### src/tws_pkg.sv
// Purpose: Shared constants for the two-wire master transmit sequencer.
// Assumes: 200 MHz system clock, open-drain bus pins resolved outside.
// Notes:   Status codes keep the three low prescaler bits at zero.
package tws_pkg;

    // System clock and bus timing.
    localparam int CLK_MHZ      = 200;
    localparam int HALF_BIT_NS  = 5000;
    localparam int HALF_BIT_CYC = (HALF_BIT_NS * CLK_MHZ + 999) / 1000;
    localparam int CNT_W        = 16;

    // Data path.
    localparam int DATA_W     = 8;
    localparam int BYTE_BITS  = 8;
    localparam int FIFO_DEPTH = 32;

    // Status codes, upper five bits significant.
    localparam logic [7:0] STATUS_MASK      = 8'hf8;
    localparam logic [7:0] CODE_START       = 8'h08;
    localparam logic [7:0] CODE_REP_START   = 8'h10;
    localparam logic [7:0] CODE_SAW_ACK     = 8'h18;
    localparam logic [7:0] CODE_SAW_NACK    = 8'h20;
    localparam logic [7:0] CODE_DATA_ACKED  = 8'h28;
    localparam logic [7:0] CODE_DATA_NACKED = 8'h30;
    localparam logic [7:0] CODE_ARB_LOST    = 8'h38;
    localparam logic [7:0] CODE_SAR_ACK     = 8'h40;
    localparam logic [7:0] CODE_SAR_NACK    = 8'h48;
    localparam logic [7:0] CODE_NO_INFO     = 8'hf8;

    // Reset values.
    localparam logic [7:0] STATUS_RST = CODE_NO_INFO;

    // Major operating modes.
    typedef enum logic [2:0] {
        mode_none,
        master_transmit_mode,
        master_receive_mode,
        slave_transmit_mode,
        slave_receive_mode
    } tws_mode_t;

endpackage

### src/tws_master_tx.sv
// Purpose: Sequencer for START, address, data bytes and STOP as bus master.
// Assumes: All inputs are synchronous to i_mclk; pins are open drain.
// Notes:   Master receive data phase and slave modes are not built here.
`timescale 1ns/1ps
module tws_fifo #(
    parameter int WIDTH = 8,
    parameter int DEPTH = 32
) (
    // Clock and reset
    input  wire logic             i_mclk,
    input  wire logic             i_rst,
    input  wire logic             i_ce,
    // Fill side
    input  wire logic             i_in_valid,
    input  wire logic [WIDTH-1:0] i_in_data,
    output logic                  o_in_ready,
    // Drain side
    output logic                  o_out_valid,
    output logic [WIDTH-1:0]      o_out_data,
    input  wire logic             i_out_ready
);
    localparam int AW = $clog2(DEPTH);
    logic [WIDTH-1:0] mem [DEPTH];
    logic [AW-1:0]    wr_ptr;
    logic [AW-1:0]    rd_ptr;
    logic [AW:0]      count;
    logic [AW:0]      next_count;
    logic             not_full;
    logic             empty;
    logic             push;
    logic             pop;
    // Ready is kept as its own flop so the top's ready output is registered.
    assign push        = i_in_valid && not_full;
    assign pop         = !empty && i_out_ready;
    assign o_in_ready  = not_full;
    assign o_out_valid = !empty;
    assign o_out_data  = mem[rd_ptr];
    always_comb begin
        next_count = count;
        if (push && !pop) begin
            next_count = count + 1'b1;
        end else if (pop && !push) begin
            next_count = count - 1'b1;
        end
    end
    always_ff @(posedge i_mclk) begin
        if (push && i_ce) begin
            mem[wr_ptr] <= i_in_data;
        end
    end
    always_ff @(posedge i_mclk) begin
        if (i_rst) begin
            wr_ptr   <= '0;
            rd_ptr   <= '0;
            count    <= '0;
            not_full <= 1'b1;
            empty    <= 1'b1;
        end else if (i_ce) begin
            if (push) begin
                wr_ptr <= (wr_ptr == AW'(DEPTH - 1)) ? '0 : wr_ptr + 1'b1;
            end
            if (pop) begin
                rd_ptr <= (rd_ptr == AW'(DEPTH - 1)) ? '0 : rd_ptr + 1'b1;
            end
            count    <= next_count;
            not_full <= (next_count != (AW + 1)'(DEPTH));
            empty    <= (next_count == '0);
        end
    end
endmodule
// Operation
// - Four major modes exist; master transmit built here, master receive address phase only.
// - Direction bit high reads, low writes.
// - Low data line in slot means acknowledge.
// - High data line in slot means not-acknowledge.
// - Eight data bits then one acknowledge slot.
// - Flag set shows code in upper bits.
// - Transfer held while flag stays set.
// - Master modes entered only through START.
// - Write bit selects transmit, read selects receive.
// - Flag set after byte and acknowledge sampled.
// - Clear with stop request sends STOP.
// - One data byte sent per flag clear.
// - After START flag sets with code 08.
// - Writing one clears flag and continues.
// - Data write with flag low sets collision.
// - Address acknowledge reports 18, 20 or 38.
module tws_master_tx
    import tws_pkg::*;
#(
    parameter int HALF_CYC = HALF_BIT_CYC,
    parameter int DEPTH    = FIFO_DEPTH
) (
    // Clock, reset and freeze
    input  wire logic              i_mclk,
    input  wire logic              i_rst,
    input  wire logic              i_ce,
    // Control register write
    input  wire logic              i_ctl_wr,
    input  wire logic              i_ctl_flag_clr,
    input  wire logic              i_ctl_start,
    input  wire logic              i_ctl_stop,
    input  wire logic              i_ctl_enable,
    // Data register write
    input  wire logic              i_data_wr,
    input  wire logic [DATA_W-1:0] i_data,
    output logic                   o_data_ready,
    // Status
    output logic [7:0]             o_status,
    output logic                   o_flag,
    output logic                   o_write_collision_bit,
    output logic                   o_stop_pending,
    output logic [2:0]             o_mode,
    // Two-wire bus pins
    input  wire logic              i_scl,
    output logic                   o_scl_out,
    output logic                   o_scl_oe,
    input  wire logic              i_sda,
    output logic                   o_sda_out,
    output logic                   o_sda_oe
);
    typedef enum logic [3:0] {
        S_IDLE, S_START_A, S_START_F, S_START_B, S_LOAD, S_BIT_LO,
        S_BIT_HI, S_ACK_LO, S_ACK_HI, S_HOLD, S_STOP_A, S_STOP_B, S_STOP_C
    } tws_state_t;
    tws_state_t        state;
    tws_mode_t         mode;
    logic [CNT_W-1:0]  cnt;
    logic [7:0]        bus_status_reg;
    logic [DATA_W-1:0] shreg;
    logic [2:0]        bitn;
    logic              flag;
    logic              write_collision_bit;
    logic              owned;
    logic              is_addr;
    logic              addr_dir;
    logic              stop_pend;
    logic              start_pend;
    logic              scl_oe;
    logic              sda_oe;
    logic              tick;
    logic              ctl_go;
    logic              timed;
    logic              fifo_valid;
    logic              fifo_pop;
    logic [DATA_W-1:0] fifo_data;
    // A write without the enable bit aborts, so a continue must carry it.
    assign ctl_go   = i_ctl_wr && i_ctl_flag_clr && i_ctl_enable;
    assign tick     = (cnt == CNT_W'(HALF_CYC - 1));
    assign timed    = !(state inside {S_IDLE, S_HOLD, S_LOAD});
    assign fifo_pop = (state == S_LOAD) && fifo_valid;
    // Bytes queue here; a write is taken only while the flag is set.
    tws_fifo #(
        .WIDTH (DATA_W),
        .DEPTH (DEPTH)
    ) u_fifo (
        .i_mclk      (i_mclk),
        .i_rst       (i_rst),
        .i_ce        (i_ce),
        .i_in_valid  (i_data_wr && flag),
        .i_in_data   (i_data),
        .o_in_ready  (o_data_ready),
        .o_out_valid (fifo_valid),
        .o_out_data  (fifo_data),
        .i_out_ready (fifo_pop)
    );
    always_ff @(posedge i_mclk) begin
        if (i_rst) begin
            cnt <= '0;
        end else if (i_ce) begin
            if (!timed || tick) begin
                cnt <= '0;
            end else begin
                cnt <= cnt + 1'b1;
            end
        end
    end
    always_ff @(posedge i_mclk) begin
        if (i_rst) begin
            write_collision_bit <= 1'b0;
        end else if (i_ce && i_data_wr) begin
            write_collision_bit <= !flag;
        end
    end
    always_ff @(posedge i_mclk) begin
        if (i_rst) begin
            state          <= S_IDLE;
            mode           <= mode_none;
            bus_status_reg <= STATUS_RST;
            shreg          <= '0;
            bitn           <= '0;
            flag           <= 1'b0;
            owned          <= 1'b0;
            is_addr        <= 1'b0;
            addr_dir       <= 1'b0;
            stop_pend      <= 1'b0;
            start_pend     <= 1'b0;
            scl_oe         <= 1'b0;
            sda_oe         <= 1'b0;
        end else if (i_ce) begin
            if (i_ctl_wr && !i_ctl_enable) begin
                // Disabling drops the bus at once, mid byte or not.
                state          <= S_IDLE;
                mode           <= mode_none;
                bus_status_reg <= CODE_NO_INFO;
                flag           <= 1'b0;
                owned          <= 1'b0;
                stop_pend      <= 1'b0;
                start_pend     <= 1'b0;
                scl_oe         <= 1'b0;
                sda_oe         <= 1'b0;
            end else begin
                case (state)
                    S_IDLE, S_HOLD: begin
                        // The clock stays low in hold, stalling the slave.
                        if (ctl_go && (flag || state == S_IDLE)) begin
                            flag           <= 1'b0;
                            bus_status_reg <= CODE_NO_INFO;
                            stop_pend      <= i_ctl_stop && owned;
                            start_pend     <= i_ctl_start;
                            if (i_ctl_stop && owned) begin
                                state <= S_STOP_A;
                            end else if (i_ctl_start) begin
                                state <= S_START_A;
                            end else if (owned && mode != master_receive_mode
                                         && bus_status_reg != CODE_NO_INFO) begin
                                state <= S_LOAD;
                            end
                        end
                    end
                    S_START_A: begin
                        sda_oe <= 1'b0;
                        if (tick) begin
                            scl_oe <= 1'b0;
                            state  <= S_START_F;
                        end
                    end
                    S_START_F: begin
                        // Wait for a free bus: both lines released high.
                        if (tick && i_sda && i_scl) begin
                            sda_oe <= 1'b1;
                            state  <= S_START_B;
                        end
                    end
                    S_START_B: begin
                        if (tick) begin
                            scl_oe         <= 1'b1;
                            flag           <= 1'b1;
                            bus_status_reg <= owned ? CODE_REP_START
                                                    : CODE_START;
                            owned          <= 1'b1;
                            is_addr        <= 1'b1;
                            start_pend     <= 1'b0;
                            state          <= S_HOLD;
                        end
                    end
                    S_LOAD: begin
                        if (fifo_valid) begin
                            shreg  <= fifo_data;
                            bitn   <= '0;
                            sda_oe <= !fifo_data[7];
                            if (is_addr) begin
                                addr_dir <= fifo_data[0];
                            end
                            state <= S_BIT_LO;
                        end
                    end
                    S_BIT_LO: begin
                        if (tick) begin
                            scl_oe <= 1'b0;
                            state  <= S_BIT_HI;
                        end
                    end
                    S_BIT_HI: begin
                        if (tick && i_scl) begin
                            if (!sda_oe && !i_sda) begin
                                // Another master pulled the line: yield.
                                sda_oe         <= 1'b0;
                                flag           <= 1'b1;
                                bus_status_reg <= CODE_ARB_LOST;
                                owned          <= 1'b0;
                                mode           <= mode_none;
                                state          <= S_IDLE;
                            end else begin
                                scl_oe <= 1'b1;
                                if (bitn == 3'(BYTE_BITS - 1)) begin
                                    sda_oe <= 1'b0;
                                    state  <= S_ACK_LO;
                                end else begin
                                    bitn   <= bitn + 1'b1;
                                    shreg  <= {shreg[DATA_W-2:0], 1'b0};
                                    sda_oe <= !shreg[DATA_W-2];
                                    state  <= S_BIT_LO;
                                end
                            end
                        end
                    end
                    S_ACK_LO: begin
                        if (tick) begin
                            scl_oe <= 1'b0;
                            state  <= S_ACK_HI;
                        end
                    end
                    S_ACK_HI: begin
                        if (tick && i_scl) begin
                            scl_oe <= 1'b1;
                            flag   <= 1'b1;
                            state  <= S_HOLD;
                            if (is_addr) begin
                                is_addr <= 1'b0;
                                if (addr_dir) begin
                                    mode <= master_receive_mode;
                                    bus_status_reg <= i_sda ? CODE_SAR_NACK
                                                            : CODE_SAR_ACK;
                                end else begin
                                    mode <= master_transmit_mode;
                                    bus_status_reg <= i_sda ? CODE_SAW_NACK
                                                            : CODE_SAW_ACK;
                                end
                            end else begin
                                bus_status_reg <= i_sda ? CODE_DATA_NACKED
                                                        : CODE_DATA_ACKED;
                            end
                        end
                    end
                    S_STOP_A: begin
                        sda_oe <= 1'b1;
                        if (tick) begin
                            scl_oe <= 1'b0;
                            state  <= S_STOP_B;
                        end
                    end
                    S_STOP_B: begin
                        if (tick && i_scl) begin
                            sda_oe <= 1'b0;
                            state  <= S_STOP_C;
                        end
                    end
                    S_STOP_C: begin
                        // A STOP raises no flag; a queued START follows.
                        if (tick) begin
                            owned     <= 1'b0;
                            mode      <= mode_none;
                            stop_pend <= 1'b0;
                            state     <= start_pend ? S_START_A : S_IDLE;
                        end
                    end
                    default: begin
                        state <= S_IDLE;
                    end
                endcase
            end
        end
    end
    // Low three bits of the code are prescaler bits and read as zero.
    assign o_status              = bus_status_reg & STATUS_MASK;
    assign o_flag                = flag;
    assign o_write_collision_bit = write_collision_bit;
    assign o_stop_pending        = stop_pend;
    assign o_mode                = mode;
    assign o_scl_out             = 1'b0;
    assign o_sda_out             = 1'b0;
    assign o_scl_oe              = scl_oe;
    assign o_sda_oe              = sda_oe;
endmodule

### config.mk
export PLATFORM = sky130hd
export DESIGN_NAME = tws_master_tx
export DESIGN_NICKNAME = d
export VERILOG_FILES = /design/src/tws_pkg.sv /design/src/tws_master_tx.sv
export SDC_FILE = /design/constraint.sdc
export NUM_CORES = 1
export LEC_CHECK = 0
export BUFFER_PORTS_ARGS = -buffer_cell sky130_fd_sc_hd__buf_4
export CAP_MARGIN = 30
export CORE_MARGIN = 8
export CORE_UTILIZATION = 35
export DETAILED_ROUTE_END_ITERATION = 7
export GPL_TIMING_DRIVEN = 0
export PLACE_DENSITY = 0.5
export SYNTH_ARGS = -nofsm -noshare
export SYNTH_HDL_FRONTEND = slang
export SYNTH_SLANG_ARGS = --single-unit
### constraint.sdc
create_clock -name i_mclk -period 3.6 [get_ports i_mclk]
set_clock_uncertainty 0.2 [all_clocks]
set_input_delay 0.72 -clock i_mclk [delete_from_list [all_inputs] [get_ports i_mclk]]
set_output_delay 0.72 -clock i_mclk [all_outputs]
set_load 0.02 [all_outputs]
== After elaboration in Yosys (flattened, before gate mapping) ==
Memory sizes are Yosys's and may differ from the RTL's. A register that Yosys moved wholly into a read port is not among the register bits.
Index checks and enable logic that the tools add are counted.

* Flip-flop bits (word level): 68
* Bits in latches: 0
* Bits in writable memories: 256
* Memory bits (read-only): 0
* Input port bits: 19
* Output and inout port bits: 19
* Word-level logic and storage cells: 219
* Memories: 1

* Add/sub/neg operators: 6
* Multiply operators: 0
* Div/mod/pow operators: 0
* Order comparisons: 0
* Eq/ne operators: 42
* Shift-type cells: 0
* Multiplexer cells: 91
* Bitwise operators: 2
* Reduce and logical (&&, ||, !) cells: 57

{| class="wikitable"
|+ Memory list
! name !! words !! bits a word !! read ports !! clocked after Yosys merged registers in !! write ports !! RTL line !! RTL
|-
| u_fifo.mem || 32 || 8 || 1 || 1 || 1 || tws_master_tx.sv:23 || <nowiki>logic [WIDTH-1:0] mem [DEPTH];</nowiki>
|}

{| class="wikitable"
|+ Operators with widths
! operator !! count
|-
| $mux W4 || 17
|-
| $mux W8 || 7
|-
| $pmux W4 S12 || 1
|-
| $ne A3 B3 Y1 const B || 15
|-
| $mux W7 || 5
|-
| $mux W3 || 11
|-
| $pmux W8 S4 || 1
|-
| $mux W5 || 6
|-
| $reduce_and A7 Y1 || 4
|-
| $mux W1 || 27
|-
| $eq A4 B4 Y1 const B || 5
|-
| $logic_and A1 B1 Y1 || 19
|-
| $mux W6 || 3
|-
| $add A16 B1 Y16 const B || 1
|-
| $eq A16 B10 Y1 const B || 1
|-
| $eq A4 B3 Y1 const B || 4
|-
| $mux W16 || 1
|-
| $pmux W7 S2 || 1
|-
| $reduce_and A14 Y1 || 1
|-
| $ne A2 B2 Y1 const B || 6
|-
| $reduce_and A6 Y1 || 2
|-
| $add A5 B1 Y5 const B || 2
|-
| $eq A5 B5 Y1 const B || 2
|-
| $reduce_and A5 Y1 || 2
|-
| 32 further kinds || 54
|}

== Depth between registers and ports, before layout ==
* Word-level depth: 9
* Gate-level depth with buffers: 9
* Mapped depth without buffers: 7

== Modules after synthesis ==
A second synthesis with hierarchy kept.

* Cells, all modules: 920
* Area total of the unflattened synthesis: 14017.2 um^2

{| class="wikitable"
|+ Modules (own cells, without submodules)
! module !! times used !! cells each !! area an instance (um^2) !! seq. area each (um^2)
|-
| tws_fifo || 1 || 549 || 11039.3 || 8147.8
|-
| tws_master_tx || 1 || 371 || 2977.9 || 920.9
|}

== Worst setup path after synthesis ==
OpenSTA, ideal clock, no wires.

* Path type: input port to flip-flop
* Start point: in i_ce
* End point: reg with a tool-made name
* Library setup time: 0.078 ns
* Arrival: 2.274 ns
* Required time: 3.322 ns
* Path slack: 1.048 ns
* Stages: 6
* Path buffers: 1
* Cells stage by stage: clkbuf_1 -> inv_1 -> nor2_1 -> nand3_1 -> or4b_2 -> a21oi_1

{| class="wikitable"
|+ RTL lines
! item !! RTL line !! RTL
|-
| from (decl) || tws_master_tx.sv:97 || <nowiki>input wire logic i_ce,</nowiki>
|}

==> metrics.md <==
| Metric | Value |
|---|---|
| Clock Root Buffer | `clkbuf_16` |
| Max Cap Viol | `0` |
| Share of cells above drive strength 1 | `between 10% and 20%` |
| Reg clk slew, reported paths | `0.06 ns` |
| Leading area contributor after synthesis | `edfxtp_1` |
| Worst path bufs/invs | `2` |
| Main flop type after synthesis | `edfxtp_1` |
| Status | `completed` |
| CP dominant cell by count | `mux4_2` |
| RSZ-0062 raised after global routing | `false` |
| First-pass GRT wire length | `52,200 um` |
| Routed wire per std cell | `between 20 and 25 um` |
| Clk_lat worst skew | `0.53 ns` |
| Slew @ Worst Pin | `0.947 ns` |
| Slowest-stage cell, CP | `buf_1` |
| Overflow after GRT | `0` |
| Initial Util | `35.3%` |
| Biggest register | `u_fifo.mem` |
| Std cell rows | `73` |
| Htree depth | `2` |
| Crit path time final | `3.21 ns` |
| Worst r2r path cells | `5` |
| IO Pins | `38` |
| Cell variety after synth | `72` |
| Hold Path Cell Cnt | `2` |
| Die Y | `about 220 um` |
| Routed Antenna Nets | `0` |
| Gr usage total | `between 10 and 15%` |
| Core area | `39,500 sq um` |
| Top flop regs | `u_fifo.mem (256), cnt (16), shreg (7)` |
| Synth warnings | `0` |
| Largest net degree at the start of global routing | `33` |
| Final setup TNS | `0 ns` |
| Final WS setup | `0.393 ns` |
| Gate Count Post-Synth | `940` |
| Top delay family on crit path | `buffers and inverters` |
| Crit share post-route | `89.1%` |
| Worst R2R Setup Slack | `slightly below 0.4 ns` |
| Critical setup path kind | `register to register` |
| Worst path cell trace | `clkbuf_1 > buf_1 > mux4_2 > mux4_2 > a211o_1` |
| Hold Vio Cnt, Final | `0` |
| Crit-path max FO | `10` |
| Router iterations before antenna repair | `5` |
| Vias in the first global route | `8,480` |
| Vias/cell | `approximately 5.2` |
| Dominant cells by area after synthesis | `edfxtp_1, mux4_2, dfxtp_1` |
| RD Place Congestion | `0.905` |
| Ys async rst share | `0%` |
| Setup bufs post-CTS | `0` |
| Worst endpoint data arrival time | `between 3 and 4 ns` |
| Pre-CTS WS | `about 0.026 ns` |
| Sink Count | `325` |
| DP HPWL | `22,900 um` |
| Largest stage delay on the critical path | `~0.67 ns` |
| Detailed Route Iter0 Violations | `542` |
| Layout area overhead | `14.4%` |
| IO buf count | `30` |
| Number of synthesized flops with an enable pin | `256` |
| Detailed Route WL | `33,600 um` |
| Slew headroom | `36.6%` |
| Nets | `1,047` |
| Final Core Density | `40.4%` |
| Synthesized area | `14,000 sq um` |
| DIE AREA | `46,500 sq um` |
| Slew Limit Fails | `0` |
| Deepest clock path buffer count | `3` |
| Post-synth top area share | `55.1%` |
| Final setup violation count | `0` |
| Ant diodes | `0` |
| CP Launch Type | `register` |
| Seq/Total Area, Yosys | `65.0%` |
| Crit path depth | `5` |
| Leakage | `5.10 nW` |
| DR vias | `around 8.2k` |
| Mean area per synthesized cell | `14.8 sq um` |
| Total power draw | `7.77 mW` |
| DIE WIDTH | `around 220 um` |
| CP required | `3.82 ns` |
| Fmax | `between 300 and 400 MHz` |
| Hold WC Path Type | `primary input to register` |
| Power Density | `487 nW/um^2` |
| # DRC | `0` |
| Worst hold slack | `0.222 ns` |
| Peak VDD IR | `0.340 mV` |
| CP endpoint kind | `register` |
| CTS buffer count | `36` |
| Largest register FFs | `256` |
| Initial antenna violation count | `0` |
| CTS tree | `yes` |
| Synth Register Bits | `325` |
-- worst reg2reg max path: cells and delay by family (launching register included) --
family,cells,cell delay (ns)
flops,1,0.36
mux,2,0.98
compound gates,1,0.30
buf+inv,2,1.27
-- power by group --
part           leakage, nW  switching [mW]  internal [mW]
Clock                0.528            1.49           1.97
Sequential            2.86         0.00775           4.05
Combinational         1.71           0.172         0.0812
Total                 5.10            1.67           6.10
-- synthesized netlist by cell type (4+ instances only) --
cell type / n
o21ai_0: 25
or3_1: 5
o22a_1: 4
nand2_1: 53
buf_4: 6
and3_1: 14
clkbuf_1: 26
buf_2: 12
nor2_1: 93
nand4_1: 8
xor2_1: 13
nand3_1: 25
mux2i_1: 19
ha_1: 14
a21oi_1: 42
xnor2_1: 10
or4_1: 5
nand3b_1: 4
buf_1: 8
buf_6: 5
mux4_2: 75
nor3_1: 17
edfxtp_1: 256
inv_1: 19
dfxtp_1: 69
a211o_1: 6
nor2b_1: 9
nand2b_1: 15
a31oi_1: 6
nor4_2: 5
-- kinds of logic (layout without fill, tap and decap cells) --
logic type,count (synthesis),after routing,share of synthesized area [%]
xor+xnor,23,23,1.44
fa+ha+maj,14,14,1.26
compound gates,127,127,5.93
simple gates,277,277,10.1
other cells,1,6,0.0269
mux,97,97,13.7
buf+inv,76,169,2.58
flops,325,325,65.0
-- cell usage in the layout (no fill, tap or decap), types with 15 or more instances in the layout --
cell type	netlist	layout
clkbuf_1	26	34
nand3_1	25	25
nand2_1	53	53
buf_4	6	36
a21oi_1	42	42
nand2b_1	15	15
edfxtp_1	256	256
mux4_2	75	75
dfxtp_1	69	69
nor3_1	17	17
o21ai_0	25	25
clkbuf_16	0	37
nor2_1	93	93
mux2i_1	19	19
inv_1	19	19
-- per-layer routing --
layer / global-route usage [%] / up-vias / wire length [um]
met5: 0 / - / 0
met4: 3.38 / 0 / 599
met3: 2.29 / 40 / 1510
met2: 22.8 / 195 / 15500
met1: 20.3 / 4173 / 16000
li1: - / 3790 / -
-- final cells by class --
type	count	area [sq um]
Multi-Input combinational cell	544	4550
Inverter	19	71.3
Sequential cell	325	9070
Clock inverter	16	139
Timing Repair Buffer	31	240
Clock buffer	46	960
Fill cell	3683	23600
Tap cell	525	657
Buffer	57	290
-- metrics by stage --
stage | cell area [sq um] | instances
floorplan | 14000 | 945
global placement | 14900 | 1500
detailed placement | 14900 | 1500
CTS | 16000 | 1562
global route | 16000 | 1563
finish | 16000 | 1563
-- final timing paths --
kind / to / from
worst max-delay path: shreg[2] / register
worst min-delay path: o_write_collision_bit / i_data_wr
worst max register to register: shreg[2] / register
worst min register to register: shreg[0] / shreg[0]
-- timing repair --
action,CTS,global route
endpoints found under the hold margin,0,0
gates resized for setup,0,3
setup endpoints to repair,0,1
hold buffers,0,0
Note: power is estimated with default switching activity, not from simulation.
